`src/hdl/nsft_consts.svh`:
```
// constants for the no-protocol serial frame transmitter
// Overview of operation
// (RL1) delay word bit 15 enables send delay
// (RL2) delay bits 0-14 in 10 ms units
// (RL3) codes word: start high byte, end low
// (RL4) format bits 12-15: 1 prepends start byte
// (RL5) format bits 8-11: end byte or CR+LF
// (RL6) format bits 0-7 size, 00 means 256
// (RL7) status bit 04 shows per-port send ready
// (RL8) payload bytes sent unchanged on chosen port
// (RL9) second control word: unit, port, logical port
// (RL10) count covers payload only, codes added around
// (RL11) frame at most 259 bytes
// (RL12) first source word bits drive RS/ER lines
// (RL13) sending starts right after acceptance
// (RL14) zero byte count sends nothing
// (RL15) request while not ready sets error
// (RL16) bad count or control word sets error
// (RL17) port not in no-protocol mode sets error
// (RL18) initializing unit rejects; success clears error
// (RL19) foreign unit rejected after up to 1 ms
// (RL20) enabled delay precedes first frame byte
`ifndef NSFT_CONSTS_SVH
`define NSFT_CONSTS_SVH
`define NSFT_OFF_P1_DLY  8'h02
`define NSFT_OFF_P1_CODE 8'h04
`define NSFT_OFF_P1_FMT  8'h05
`define NSFT_OFF_P1_STAT 8'h09
`define NSFT_OFF_P2_DLY  8'h0c
`define NSFT_OFF_P2_CODE 8'h0e
`define NSFT_OFF_P2_FMT  8'h0f
`define NSFT_OFF_P2_STAT 8'h13
`define NSFT_OFF_MODE    8'h18
`define NSFT_OFF_ERR     8'h19
`define NSFT_DLY_EN_BIT  15
`define NSFT_RDY_BIT     4
`define NSFT_MAX_COUNT   16'h0100
`define NSFT_FULL_SIZE   9'h100
`define NSFT_CR          8'h0d
`define NSFT_LF          8'h0a
`define NSFT_SEL_NONE    4'h0
`define NSFT_SEL_CODE    4'h1
`define NSFT_SEL_CRLF    4'h2
`define NSFT_MAX_MODEM   4'h3
`define NSFT_MAX_ORDER   4'h1
`define NSFT_MAX_LPORT   4'h7
`define NSFT_PORT1       4'h1
`define NSFT_PORT2       4'h2
`define NSFT_TICK_MS     10
`define NSFT_REJ_US      1000
`define NSFT_CLK_KHZ     25000
`endif

```
`src/hdl/nsft_pkg.sv`:
```
// types for the no-protocol serial frame transmitter
package nsft_pkg;
  typedef enum logic [3:0] {
    S_IDLE, S_REJ, S_MFETCH, S_MWAIT, S_DELAY, S_START,
    S_FETCH, S_WAITW, S_DATA, S_END1, S_END2
  } nsft_state_t;

  typedef struct packed {
    logic [15:0] ctrl0;
    logic [15:0] ctrl1;
    logic [15:0] count;
  } nsft_req_t;

  typedef struct packed {
    logic [15:0] dly;
    logic [15:0] codes;
    logic [15:0] fmt;
  } nsft_port_cfg_t;

  typedef struct packed {
    nsft_state_t    st;
    nsft_port_cfg_t p1;
    nsft_port_cfg_t p2;
    logic [1:0]     mode;
    logic           err;
    logic           done;
    logic           init_m;
    logic           init_s;
    logic [15:0]    word;
    logic [7:0]     widx;
    logic [8:0]     bidx;
    logic [8:0]     nbytes;
    logic           order;
    logic [3:0]     modem;
    logic           port;
    logic [14:0]    ticks;
    logic [17:0]    div;
    logic [14:0]    rej;
    logic [7:0]     txd;
    logic [1:0]     rs;
    logic [1:0]     er;
    logic [15:0]    rdata;
  } nsft_regs_t;
endpackage

```
`src/hdl/nsft_top.sv`:
```
// no-protocol serial frame transmitter with register port
//
// Decided for this implementation: the address-and-strobe port.
`timescale 1ns/1ps
`include "nsft_consts.svh"
module nsft_top
  import nsft_pkg::*;
#(
  parameter int        TICK_CYC  = `NSFT_TICK_MS * `NSFT_CLK_KHZ,
  parameter int        REJ_CYC   = (`NSFT_REJ_US * `NSFT_CLK_KHZ) / 1000,
  parameter logic [7:0] UNIT_ADDR = 8'h10 // arbitrary value
) (
  input  wire logic        SYS_CLK,
  input  wire logic        RESETN,
  input  wire logic [7:0]  REG_ADDR,
  input  wire logic [15:0] REG_WDATA,
  input  wire logic        REG_WR,
  input  wire logic        REG_RD,
  output logic      [15:0] REG_RDATA,
  input  wire logic        CMD_VALID,
  input  wire nsft_req_t   CMD_REQ,
  output logic             CMD_READY,
  output logic             CMD_DONE,
  input  wire logic        UNIT_INIT,
  output logic             SRC_RD,
  output logic      [7:0]  SRC_IDX,
  input  wire logic [15:0] SRC_WORD,
  output logic             TX_VALID,
  output logic      [7:0]  TX_DATA,
  output logic             TX_PORT,
  input  wire logic        TX_READY,
  output logic      [1:0]  RS_OUT,
  output logic      [1:0]  ER_OUT,
  output logic      [1:0]  SEND_READY,
  output logic             ERR_FLAG
);

  ////////////////////////////////////////////////////////////////////////////
  logic           rst_m_r;
  logic           rst_n_r;
  nsft_regs_t     r_r;
  nsft_regs_t     r_nxt;
  nsft_port_cfg_t sel_cfg;
  nsft_port_cfg_t act_cfg;
  logic           acc;
  logic           unit_ok;
  logic           ctl_ok;
  logic           cnt_ok;
  logic           mode_ok;
  logic [3:0]     req_port;
  logic           req_p;
  logic [8:0]     fmt_size;
  logic [8:0]     n_eff;
  logic [7:0]     cur_byte;
  logic           tick;
  logic           busy;

  always_ff @(posedge SYS_CLK or negedge RESETN) begin
    if (!RESETN) begin
      rst_m_r <= 1'b0;
      rst_n_r <= 1'b0;
    end else begin
      rst_m_r <= 1'b1;
      rst_n_r <= rst_m_r;
    end
  end

  ////////////////////////////////////////////////////////////////////////////
  // request decode
  assign req_port = CMD_REQ.ctrl1[11:8];                           // [RL9]
  assign req_p    = (req_port == `NSFT_PORT2);
  assign sel_cfg  = req_p ? r_r.p2 : r_r.p1;
  assign act_cfg  = r_r.port ? r_r.p2 : r_r.p1;
  assign unit_ok  = (CMD_REQ.ctrl1[7:0] == UNIT_ADDR);
  assign ctl_ok   = (req_port == `NSFT_PORT1 || req_port == `NSFT_PORT2)
                 && (CMD_REQ.ctrl1[15:12] <= `NSFT_MAX_LPORT)
                 && (CMD_REQ.ctrl0[7:4] <= `NSFT_MAX_MODEM)
                 && (CMD_REQ.ctrl0[3:0] <= `NSFT_MAX_ORDER);       // [RL16]
  assign cnt_ok   = (CMD_REQ.count <= `NSFT_MAX_COUNT);             // [RL16]
  assign mode_ok  = r_r.mode[req_p];                                // [RL17]
  assign fmt_size = (sel_cfg.fmt[7:0] == 8'h00) ? `NSFT_FULL_SIZE
                                                : {1'b0, sel_cfg.fmt[7:0]}; // [RL6]
  // the frame size setting caps the payload; the count never adds codes
  assign n_eff    = (CMD_REQ.count[8:0] < fmt_size) ? CMD_REQ.count[8:0]
                                                    : fmt_size;     // [RL10] [RL11]
  assign busy     = (r_r.st != S_IDLE);
  assign acc      = CMD_VALID && (r_r.st == S_IDLE);
  assign tick     = (r_r.div == 18'(TICK_CYC - 1));
  // second byte of the held word, picked by the requested byte order
  assign cur_byte = r_r.order ? r_r.word[7:0] : r_r.word[15:8];    // [RL8]

  assign SEND_READY = {!r_r.init_s && !(busy && r_r.port),
                       !r_r.init_s && !(busy && !r_r.port)};        // [RL7]
  assign CMD_READY = !busy;
  assign CMD_DONE  = r_r.done;
  assign SRC_RD    = (r_r.st == S_FETCH) || (r_r.st == S_MFETCH);
  assign SRC_IDX   = r_r.widx;
  assign TX_VALID  = (r_r.st == S_START) || (r_r.st == S_DATA)
                  || (r_r.st == S_END1) || (r_r.st == S_END2);
  assign TX_DATA   = r_r.txd;
  assign TX_PORT   = r_r.port;
  assign RS_OUT    = r_r.rs;
  assign ER_OUT    = r_r.er;
  assign ERR_FLAG  = r_r.err;
  assign REG_RDATA = r_r.rdata;

  ////////////////////////////////////////////////////////////////////////////
  // next state
  always_comb begin
    r_nxt      = r_r;
    r_nxt.done = 1'b0;
    r_nxt.init_m = UNIT_INIT;
    r_nxt.init_s = r_r.init_m;
    // register port
    if (REG_WR) begin
      case (REG_ADDR)
        `NSFT_OFF_P1_DLY:  r_nxt.p1.dly   = REG_WDATA;
        `NSFT_OFF_P1_CODE: r_nxt.p1.codes = REG_WDATA;
        `NSFT_OFF_P1_FMT:  r_nxt.p1.fmt   = REG_WDATA;
        `NSFT_OFF_P2_DLY:  r_nxt.p2.dly   = REG_WDATA;
        `NSFT_OFF_P2_CODE: r_nxt.p2.codes = REG_WDATA;
        `NSFT_OFF_P2_FMT:  r_nxt.p2.fmt   = REG_WDATA;
        `NSFT_OFF_MODE:    r_nxt.mode     = REG_WDATA[1:0];
        default: ;
      endcase
    end
    r_nxt.rdata = 16'h0000;
    if (REG_RD) begin
      case (REG_ADDR)
        `NSFT_OFF_P1_DLY:  r_nxt.rdata = r_r.p1.dly;
        `NSFT_OFF_P1_CODE: r_nxt.rdata = r_r.p1.codes;
        `NSFT_OFF_P1_FMT:  r_nxt.rdata = r_r.p1.fmt;
        `NSFT_OFF_P1_STAT: r_nxt.rdata[`NSFT_RDY_BIT] = SEND_READY[0]; // [RL7]
        `NSFT_OFF_P2_DLY:  r_nxt.rdata = r_r.p2.dly;
        `NSFT_OFF_P2_CODE: r_nxt.rdata = r_r.p2.codes;
        `NSFT_OFF_P2_FMT:  r_nxt.rdata = r_r.p2.fmt;
        `NSFT_OFF_P2_STAT: r_nxt.rdata[`NSFT_RDY_BIT] = SEND_READY[1]; // [RL7]
        `NSFT_OFF_MODE:    r_nxt.rdata[1:0] = r_r.mode;
        `NSFT_OFF_ERR:     r_nxt.rdata[0] = r_r.err;
        default: ;
      endcase
    end
    // frame engine
    case (r_r.st)
      S_IDLE: begin
        if (acc) begin
          r_nxt.done = 1'b1;
          if (!unit_ok) begin
            // foreign unit: answer only after the full timeout
            r_nxt.done = 1'b0;
            r_nxt.rej  = '0;
            r_nxt.st   = S_REJ;                                     // [RL19]
          end else if (r_r.init_s) begin
            r_nxt.err = 1'b1;                                       // [RL18]
          end else if (!ctl_ok || !cnt_ok) begin
            r_nxt.err = 1'b1;                                       // [RL16]
          end else if (!mode_ok) begin
            r_nxt.err = 1'b1;                                       // [RL17]
          end else if (!SEND_READY[req_p]) begin
            r_nxt.err = 1'b1;                                       // [RL15]
          end else begin
            r_nxt.err    = 1'b0;                                    // [RL18]
            r_nxt.port   = req_p;
            r_nxt.order  = CMD_REQ.ctrl0[0];
            r_nxt.modem  = CMD_REQ.ctrl0[7:4];
            r_nxt.nbytes = n_eff;
            r_nxt.bidx   = '0;
            r_nxt.widx   = '0;
            r_nxt.div    = '0;
            r_nxt.ticks  = sel_cfg.dly[14:0];                       // [RL2]
            if (n_eff != 9'h000) begin                              // [RL14]
              r_nxt.done = 1'b0;
              // start at once, no wait for a later slot
              if (CMD_REQ.ctrl0[7:4] != 4'h0) begin
                r_nxt.st = S_MFETCH;                                // [RL12]
              end else if (sel_cfg.dly[`NSFT_DLY_EN_BIT]) begin
                r_nxt.st = S_DELAY;                                 // [RL1]
              end else if (sel_cfg.fmt[15:12] == `NSFT_SEL_CODE) begin
                r_nxt.txd = sel_cfg.codes[15:8];
                r_nxt.st  = S_START;                                // [RL13]
              end else begin
                r_nxt.st = S_FETCH;                                 // [RL13]
              end
            end
          end
        end
      end
      S_REJ: begin
        r_nxt.rej = r_r.rej + 15'h0001;
        if (r_r.rej == 15'(REJ_CYC - 1)) begin
          r_nxt.err  = 1'b1;                                        // [RL19]
          r_nxt.done = 1'b1;
          r_nxt.st   = S_IDLE;
        end
      end
      S_MFETCH: r_nxt.st = S_MWAIT;
      S_MWAIT: begin
        // modem word is not payload; data begins one word later
        case (r_r.modem)
          4'h1:    r_nxt.rs[r_r.port] = SRC_WORD[15];              // [RL12]
          4'h2:    r_nxt.er[r_r.port] = SRC_WORD[15];              // [RL12]
          default: begin
            r_nxt.rs[r_r.port] = SRC_WORD[15];                     // [RL12]
            r_nxt.er[r_r.port] = SRC_WORD[14];
          end
        endcase
        r_nxt.widx = 8'h01;
        if (act_cfg.dly[`NSFT_DLY_EN_BIT]) begin
          r_nxt.st = S_DELAY;                                       // [RL1]
        end else if (act_cfg.fmt[15:12] == `NSFT_SEL_CODE) begin
          r_nxt.txd = act_cfg.codes[15:8];
          r_nxt.st  = S_START;
        end else begin
          r_nxt.st = S_FETCH;
        end
      end
      S_DELAY: begin
        // 10 ms ticks from the divider; zero ticks falls straight through
        r_nxt.div = tick ? 18'h00000 : r_r.div + 18'h00001;
        if (r_r.ticks == 15'h0000) begin
          if (act_cfg.fmt[15:12] == `NSFT_SEL_CODE) begin
            r_nxt.txd = act_cfg.codes[15:8];
            r_nxt.st  = S_START;                                    // [RL20]
          end else begin
            r_nxt.st = S_FETCH;                                     // [RL20]
          end
        end else if (tick) begin
          r_nxt.ticks = r_r.ticks - 15'h0001;                       // [RL2]
        end
      end
      S_START: begin
        if (TX_READY) begin
          r_nxt.st = S_FETCH;                                       // [RL4] [RL3]
        end
      end
      S_FETCH: r_nxt.st = S_WAITW;
      S_WAITW: begin
        r_nxt.word = SRC_WORD;
        r_nxt.txd  = (r_r.bidx[0] ^ r_r.order) ? SRC_WORD[15:8]
                                               : SRC_WORD[7:0];    // [RL8]
        r_nxt.st   = S_DATA;
      end
      S_DATA: begin
        if (TX_READY) begin
          r_nxt.bidx = r_r.bidx + 9'h001;
          if (r_r.bidx + 9'h001 == r_r.nbytes) begin
            case (act_cfg.fmt[11:8])
              `NSFT_SEL_CODE: begin
                r_nxt.txd = act_cfg.codes[7:0];                     // [RL5] [RL3]
                r_nxt.st  = S_END1;
              end
              `NSFT_SEL_CRLF: begin
                r_nxt.txd = `NSFT_CR;                               // [RL5]
                r_nxt.st  = S_END1;
              end
              default: begin
                r_nxt.done = 1'b1;
                r_nxt.st   = S_IDLE;
              end
            endcase
          end else if (r_r.bidx[0]) begin
            r_nxt.widx = r_r.widx + 8'h01;
            r_nxt.st   = S_FETCH;
          end else begin
            r_nxt.txd = cur_byte;                                   // [RL8]
          end
        end
      end
      S_END1: begin
        if (TX_READY) begin
          if (act_cfg.fmt[11:8] == `NSFT_SEL_CRLF) begin
            r_nxt.txd = `NSFT_LF;                                   // [RL5] [RL11]
            r_nxt.st  = S_END2;
          end else begin
            r_nxt.done = 1'b1;
            r_nxt.st   = S_IDLE;
          end
        end
      end
      S_END2: begin
        if (TX_READY) begin
          r_nxt.done = 1'b1;
          r_nxt.st   = S_IDLE;
        end
      end
      default: r_nxt.st = S_IDLE;
    endcase
  end

  always_ff @(posedge SYS_CLK or negedge rst_n_r) begin
    if (!rst_n_r) begin
      r_r <= '0;
    end else begin
      r_r <= r_nxt;
    end
  end
endmodule

```
`config.mk`:
```
export PLATFORM = sky130hd
export DESIGN_NAME = nsft_top
export DESIGN_NICKNAME = d
export VERILOG_FILES = /design/src/hdl/nsft_pkg.sv /design/src/hdl/nsft_top.sv
export VERILOG_INCLUDE_DIRS = /design/src /design/src/hdl
export SDC_FILE = /design/constraint.sdc
export NUM_CORES = 1
export LEC_CHECK = 0
export BUFFER_PORTS_ARGS = -buffer_cell sky130_fd_sc_hd__buf_2
export CORE_MARGIN = 2
export CORE_UTILIZATION = 59
export DETAILED_ROUTE_END_ITERATION = 7
export PLACE_DENSITY = 0.8
export SYNTH_ARGS = -nofsm -noshare
export SYNTH_HDL_FRONTEND = slang
export SYNTH_SLANG_ARGS = --single-unit
```
`constraint.sdc`:
```
create_clock -name SYS_CLK -period 9.4 [get_ports SYS_CLK]
set_clock_uncertainty 0.2 [all_clocks]
set_input_delay 0.47 -clock SYS_CLK [delete_from_list [all_inputs] [get_ports SYS_CLK]]
set_output_delay 0.47 -clock SYS_CLK [all_outputs]
set_load 0.03 [all_outputs]
```
==> results of run 1 <==
area by class of cell:
| class | count | area [um2] | area share |
|---|---|---|---|
| diodes | 1 | 2.50 | 0.000177 |
| clock buffers | 39 | 758 | 0.0535 |
| flip-flops and latches | 232 | 5810 | 0.410 |
| well taps | 275 | 344 | 0.0243 |
| clock inverters | 3 | 47.5 | 0.00336 |
| multi-input cells | 885 | 6240 | 0.440 |
| repair buffers | 155 | 898 | 0.0634 |
| inverters | 18 | 67.6 | 0.00477 |
cells by family after synthesis:
logic type               share of synthesized area
adder cells (fa/ha/maj)                     0.0129
AO/OA/AOI/OAI                                0.147
AND/OR/NAND/NOR                              0.155
XOR/XNOR                                    0.0292
other                                     0.000298
flip-flops                                   0.461
buffers and inverters                       0.0451
multiplexers                                 0.150
registers in the layout, indices dropped and copies added (netlist names):
signal,cells
CMD_DONE,1
ERR_FLAG,1
ER_OUT,2
REG_RDATA,16
RS_OUT,2
SRC_IDX,8
TX_DATA,8
TX_PORT,1
r_nxt,1
r_r,190
rst_m_r,1
rst_n_r,1
what timing repair did:
action                    in CTS  in global routing
hold endpoints to repair      17                  0
resized for setup              0                  0
hold buffers                  16                  0
worst max-delay path, delay by kind of cell, from the launching register on:
kind	cells	cell delay (ns)
mux	1	0.38
simple gates	4	1.47
compound gates	1	0.57
xor+xnor	1	0.19
flops	1	0.65
fa+ha+maj	1	0.33
through the flow:
stage               instance area, um2  cells  utilization  hold slack [ns]
floorplan                        12600   1230            -          -0.0256
global placement                 13200   1549        0.628           0.0548
detailed placement               13200   1549        0.628           0.0561
CTS                              14200   1607        0.674          0.00107
global route                     14200   1608        0.674          0.00879
finish                           14200   1608        0.674          0.00538
report_power, final:
part / internal (uW) / switching, uW
sequential: 1130 / 131
clock: 577 / 393
combinational: 335 / 581
cell usage after synthesis (6+ instances only):
library cell,number,area share
nor4_1,16,0.0079
nand2b_1,8,0.0040
a22oi_1,15,0.0089
nor3_1,25,0.0099
o21ai_0,77,0.031
ha_1,13,0.013
inv_1,17,0.0051
xnor2_1,27,0.019
o221ai_1,6,0.0042
buf_2,7,0.0028
and2_1,8,0.0040
nor2b_1,14,0.0070
a31oi_1,23,0.011
dfrtp_1,232,0.46
a221oi_1,10,0.0070
a222oi_1,15,0.012
nor2_1,71,0.021
nand3_1,28,0.011
buf_1,6,0.0018
nand2_1,120,0.036
and3_1,18,0.0089
o21a_1,7,0.0042
nand4_1,9,0.0045
a21boi_0,16,0.0095
xor2_1,15,0.010
o31ai_1,7,0.0042
nor4b_1,8,0.0056
mux2i_1,24,0.019
nor3b_1,7,0.0042
or4_1,7,0.0042
buf_4,36,0.021
a21oi_1,64,0.025
clkbuf_1,46,0.014
or3_1,11,0.0055
mux2_2,146,0.13
layout by cell type, fill, tap and decap left out, types with 9 or more instances in the layout:
cell type,n
a22oi_1,15
ha_1,13
inv_1,17
xor2_1,15
buf_4,11
dfrtp_1,231
a31oi_1,23
nor2b_1,14
a222oi_1,15
or3_1,11
dlygate4sd3_1,16
nor3_1,24
clkbuf_16,25
buf_2,127
mux2i_1,24
nor4_1,16
nand2_1,120
xnor2_1,27
a21boi_0,16
nand4_1,9
nor2_1,71
mux2_2,146
a221oi_1,10
o21ai_0,77
and3_1,18
nand3_1,28
a21oi_1,64
worst paths after layout:
kind / end / cells past startpoint / startpoint
min in group asynchronous: rst_n_r / 2 / RESETN
min: r_r[117] / 2 / SRC_WORD[9]
min reg2reg: r_r[111] / 0 / rst_n_r
max in group asynchronous: REG_RDATA[4] / 1 / rst_n_r
max: TX_DATA[0] / 8 / r_r[91]
max reg2reg: TX_DATA[0] / 8 / r_r[91]
per-layer routing:
metal	vias to the layer above	share of wire
met2	579	0.46
li1	4681	-
met4	0	0.039
met3	98	0.098
met1	5129	0.40
met5	-	0
==> out/metrics.cfg, run 1 <==
[clock_tree]
cts.sinks = 232
cts_tree = built
cts_setup_buffers = 0
htreeDepth = 1
clk_pin_slew_worst_paths_ns = 0.06
cts_max_path_buffers = 3
cts-buffers-inserted = 25
clk_root_buffer_cell = clkbuf_16
clk_latency_ns = 0.53

[routing]
vias_per_cell = 6.52
routed_wl_mm = 34.6
vias = 10500
firstDrtPassIters = 6
drtIter0Drc = 968
drcViolationCount = 0
antenna_left = 0
post_drt_wl_per_cell_um = 21.5

[global_routing]
top_usage_layer = met2
first_global_vias = 10400
grt_start_max_net_pins = 182
antenna_found_initial = 1
grtUsageTotal = 0.310
grt_use_met1 = 0.417
met2_usage = 0.504
use_met3 = 0.0618
grt_pass1_wl_mm = 54.9
overflow = 0

[yosys]
synthesis.yosys.warnings = 0
netlist_area_mm2 = 0.0126
synth_edf_count = 0
synth_flop_cell = dfrtp_1
ys_async_sr_fraction = 1.00
syn-num-nets = 1338
syn_inst = 1230
synth-seq-cells = 232
post_synth_num_cell_types = 76
synth.avg_cell_area_um2 = 10.2
seq_area_frac_synth = 0.461

[floorplanning]
dieHeight_um = 150
placementRows = 53
start_util = 0.599
dieArea_mm2 = 0.0225
fp.dieW_um = 150
fp.coreArea_mm2 = 0.0210
ios = 139

[power_and_ir_drop]
p_total_uw = 3150
leakage_uw = 0.00647
ir_drop_v = 0.000178
power_density_mw_per_mm2 = 223

[layout]
fill_cells = 1595
drive_gt1_frac = 0.260
syn_to_final_growth_pct = 12.4
nets = 1425

[worst_setup_path]
critPathMaxStageDelay_ns = 0.65
cp.required_ns = 9.62
path_max_fanout = 11
regToRegSetupSlack_ns = 5.49
cp-start-kind = flip-flop
critical_path.cell_chain = ha_1 -> nand3_1 -> nor3_1 -> xnor2_1 -> nand4b_1 -> o211ai_1 -> and3_1 -> mux2_2
cpMaxStageDelayCell = dfrtp_1
worstPathArrival_ns = 4.13
crit_type = reg2reg
end_kind = flip-flop

[run]
cap_violations = 0

[timing]
fin_crit_sh = 0.416
final_max_slew_viol_count = 0
min_period_ns = 3.91
fin_ws_ns = 5.49
maxSlewHeadroom = 0.207
setup-violations-final = 0
max_freq_mhz = 256
finalSetupTns_ns = 0
hold_viol_final = 0
tightest_slew_ns = 1.19
rsz0062_at_grt = no

[min_path]
hold_class = in2reg

[placement]
hpwlAfterDp_mm = 23.5
pre_cts_ws_ns = 5.30
globalplace.congestion = 0.933
io_buffers = 127

[outcome]
status = finished, final reports clean

Power figures use the tool's default switching activity.
==> run 2: changes to the inputs <==
- ABC_AREA: not set -> 1
- CORE_UTILIZATION: 59 -> 60
- PLACE_DENSITY: 0.8 -> 0.81
- clock period: 9.4 -> 4.1 ns (I/O delays scaled with it)
==> run 2 against run 1 <==
Net effect: synthesized cell count grew 46%; routed wire length grew 14%; non-clock buffer count grew 39; register-to-register slack lost 4.7 ns; critical path depth grew 13; worst hold slack gained 0.047 ns; count of clock-buffer cells in the layout shrank 5; clock power grew 140%; via count grew 24%; largest cell class unchanged.
==> out/metrics.cfg, run 2 <==
[yosys]
syn_inst = 1797  ; +46%
synth_most_common_cell = nand2_1
synth_top_family_by_area = simple AND/OR/NAND/NOR gates
synth_edf_count = 0  ; unchanged
netlist_area_mm2 = 0.0134  ; +6.6%
synth-seq-cells = 232  ; unchanged
seq_area_frac_synth = 0.432  ; -0.0287
yosys-top-cells-area = dfrtp_1, nand2_1, o21ai_0
post_synth_and_or_nand_nor_area_fraction = 0.282  ; +0.127
synthesis.yosys.warnings = 0  ; unchanged
synth_commonest_cells = nand2_1, dfrtp_1, inv_1, o21ai_0, nor2_1
synthAdderAreaFrac = 0.0121  ; -0.000803
syn-num-nets = 1905  ; +42%
synth.largest_area_cell = dfrtp_1
synth-xor-area-share = 0.0183  ; -0.0109
ys_async_sr_fraction = 1.00  ; unchanged
synth_top_area_frac = 0.432  ; -0.0287
muxShareOfSynthArea = 0  ; -0.150
synth.avg_cell_area_um2 = 7.48  ; -27%
synth_flop_cell = dfrtp_1
post_synth_num_cell_types = 54  ; -29%
synth_compound_area_frac = 0.153  ; +0.00640

[clock_tree]
cts_resized = 0  ; unchanged
cts_max_path_buffers = 3  ; unchanged
clk_pin_slew_worst_paths_ns = 0.06  ; about the same
clk_root_buffer_cell = clkbuf_16
cts_setup_buffers = 0  ; unchanged
htreeDepth = 1  ; unchanged
cts.sinks = 232  ; unchanged
clk_latency_ns = 0.52  ; about the same
cts_tree = built
cts-buffers-inserted = 25  ; unchanged

[layout]
nets = 2031  ; +43%
syn_to_final_growth_pct = 14.2
n_antenna_cell = 0  ; -1
final_common_cell = nand2_1
fill_cells = 1830  ; +15%
largest_reg_flops = 190  ; unchanged
mostFrequentLayoutCells = nand2_1, dfrtp_1, inv_1
largest-register = r_r
drive_gt1_frac = 0.130  ; -0.130

[power_and_ir_drop]
clkPwrFrac = 0.304  ; -0.004
ir_drop_v = 0.000289  ; +62%
swShare = 0.372  ; +0.0216
share_seq_of_total_power = 0.390  ; -0.012
power_density_mw_per_mm2 = 491  ; +120%
p_int_uw = 4730  ; +130%
combPwrFrac = 0.306  ; +0.015
power_switching_uw = 2800  ; +150%
leakage_uw = 0.00747  ; +15%

[placement]
pre_cts_ws_ns = 0.542  ; -4.76 ns
globalplace.congestion = 0.966  ; +3.5%
hpwlAfterDp_mm = 28.2  ; +20%
io_buffers = 127  ; unchanged

[timing]
min_period_ns = 3.36  ; -0.556 ns
tightest_slew_ns = 1.03  ; -0.163 ns
finalSetupTns_ns = 0  ; unchanged
fin_ws_ns = 0.744  ; -4.74 ns
final_max_slew_viol_count = 0  ; unchanged
max_freq_mhz = 298  ; +17%
rsz0062_at_grt = no
setup-violations-final = 0  ; unchanged
maxSlewHeadroom = 0.314  ; +0.107
fin_crit_sh = 0.818  ; +0.402
hold_viol_final = 0  ; unchanged

[global_routing]
top_usage_layer = met2
grtUsageTotal = 0.332  ; +0.0215
grt_pass1_wl_mm = 63.4  ; +16%
met2_usage = 0.513  ; +0.00848
antenna_found_initial = 0  ; -1
grt_start_max_net_pins = 73  ; -60%
first_global_vias = 12200  ; +18%
use_met3 = 0.0505  ; -0.0114
overflow = 0  ; unchanged
grt_use_met1 = 0.470  ; +0.0535

[routing]
routed_wl_mm = 39.3  ; +14%
drcViolationCount = 0  ; unchanged
antenna_left = 0  ; unchanged
firstDrtPassIters = 5  ; -1
vias_per_cell = 5.85  ; -10%
post_drt_wl_per_cell_um = 17.7  ; -18%
vias = 13000  ; +24%
drtIter0Drc = 1413  ; +46%

[worst_setup_path]
critical_path.cell_chain = o21ai_0 -> nand2_1 -> nor2_1 -> nand2_1 -> ha_1 -> nand2_1 -> nor2_1 -> nand2_1 -> nor2_1 -> nand2_2 -> nand2_4 -> nand2_1 -> nand2_1 -> nand2_1 -> nor2_1 -> nand3_2 -> nand2_1 -> nand2_1 -> nand2_1 -> nand2_1 -> nand2_1
crit_top_cell = nand2_1
critPathMaxStageDelay_ns = 0.42  ; -0.23 ns
crit_type = reg2reg
cp.required_ns = 4.36  ; -5.26 ns
worstPathArrival_ns = 3.62  ; -0.51 ns
cp_num_buf_inv = 0  ; unchanged
reg2reg_depth = 21  ; +13
crit_cells = 21  ; +13
cp-start-kind = flip-flop
path_delay_family = simple AND/OR/NAND/NOR gates
path_max_fanout = 10  ; -1
end_kind = flip-flop
cpMaxStageDelayCell = o21ai_0

[floorplanning]
start_util = 0.614  ; +0.0144
placementRows = 54  ; +1.9%
dieArea_mm2 = 0.0236  ; +4.7%
dieHeight_um = 154  ; +2.3%
ios = 139  ; unchanged
fp.dieW_um = 154  ; +2.3%
fp.coreArea_mm2 = 0.0219  ; +4.1%

[min_path]
hold_class = in2reg
whs_path_depth = 5  ; +3

[run]
cap_violations = 0  ; unchanged

[outcome]
status = finished, final reports clean

run 2: layer usage:
layer  share of wire  vias up
li1                -     6149
met5               0        -
met4           0.044        0
met3           0.088      121
met2            0.45      648
met1            0.42     6072
run 2: path summary, 6_finish.rpt:
kind / end / slack, ns / startpoint
worst max register to register: r_r[226] / 0.74 / r_r[131]
worst min register to register: r_r[124] / 0.15 / r_nxt[124]
worst max-delay path: r_r[226] / 0.74 / r_r[131]
worst min-delay path: ERR_FLAG / 0.05 / CMD_VALID
min in group asynchronous: r_r[67] / 0.25 / rst_n_r
max in group asynchronous: r_r[32] / 2.39 / rst_n_r
run 2: through the flow:
step	instances	hold slack, ns	util	area [um2]	power, uW
floorplan	1797	-0.291	-	13400	4610
global placement	2125	-0.210	0.640	14000	5100
detailed placement	2125	-0.209	0.640	14000	5180
CTS	2219	0.0493	0.701	15300	7510
global route	2219	0.0702	0.701	15300	7950
finish	2219	0.0521	0.701	15300	7530
run 2: area by class of cell:
type,count,area (um2),share of cell area
multi-input cells,1254,6270,0.408
clock buffers,34,699,0.0456
inverters,216,811,0.0528
repair buffers,194,1290,0.0841
flip-flops and latches,232,5810,0.378
clock inverters,9,120,0.00783
well taps,280,350,0.0228
run 2: worst register-to-register path: stages, from the launching register on:
cell,delay [ns]
dfrtp_1,0.40
o21ai_0,0.42
nand2_1,0.10
nor2_1,0.12
nand2_1,0.09
ha_1,0.30
nand2_1,0.07
nor2_1,0.18
nand2_1,0.07
nor2_1,0.13
nand2_2,0.15
nand2_4,0.14
nand2_1,0.07
nand2_1,0.09
nand2_1,0.05
nor2_1,0.13
nand3_2,0.14
nand2_1,0.10
nand2_1,0.13
nand2_1,0.12
nand2_1,0.05
nand2_1,0.06
run 2: timing repair:
item | 4_1_cts | 5_1_grt
hold buffers | 51 | 0
setup endpoints to repair | 0 | 0
endpoints found under the hold margin | 137 | 0
run 2: logic make-up (layout without fill, tap and decap cells):
| family | after synthesis | count (layout) |
|---|---|---|
| AO/OA/AOI/OAI | 361 | 361 |
| XOR/XNOR | 28 | 28 |
| adder cells (fa/ha/maj) | 13 | 13 |
| buffers and inverters | 311 | 453 |
| flip-flops | 232 | 232 |
| other | 1 | 1 |
| AND/OR/NAND/NOR | 851 | 851 |
run 2: power by group through the flow:
| stage | Sequential, uW | Combinational, uW | Clock (uW) |
|---|---|---|---|
| finish | 2940 | 2300 | 2290 |
| CTS | 2930 | 2270 | 2310 |
| detailed placement | 2960 | 2220 | 0 |
| floorplan | 2900 | 1710 | 0 |
| global route | 2980 | 2570 | 2400 |
| global placement | 2950 | 2150 | 0 |
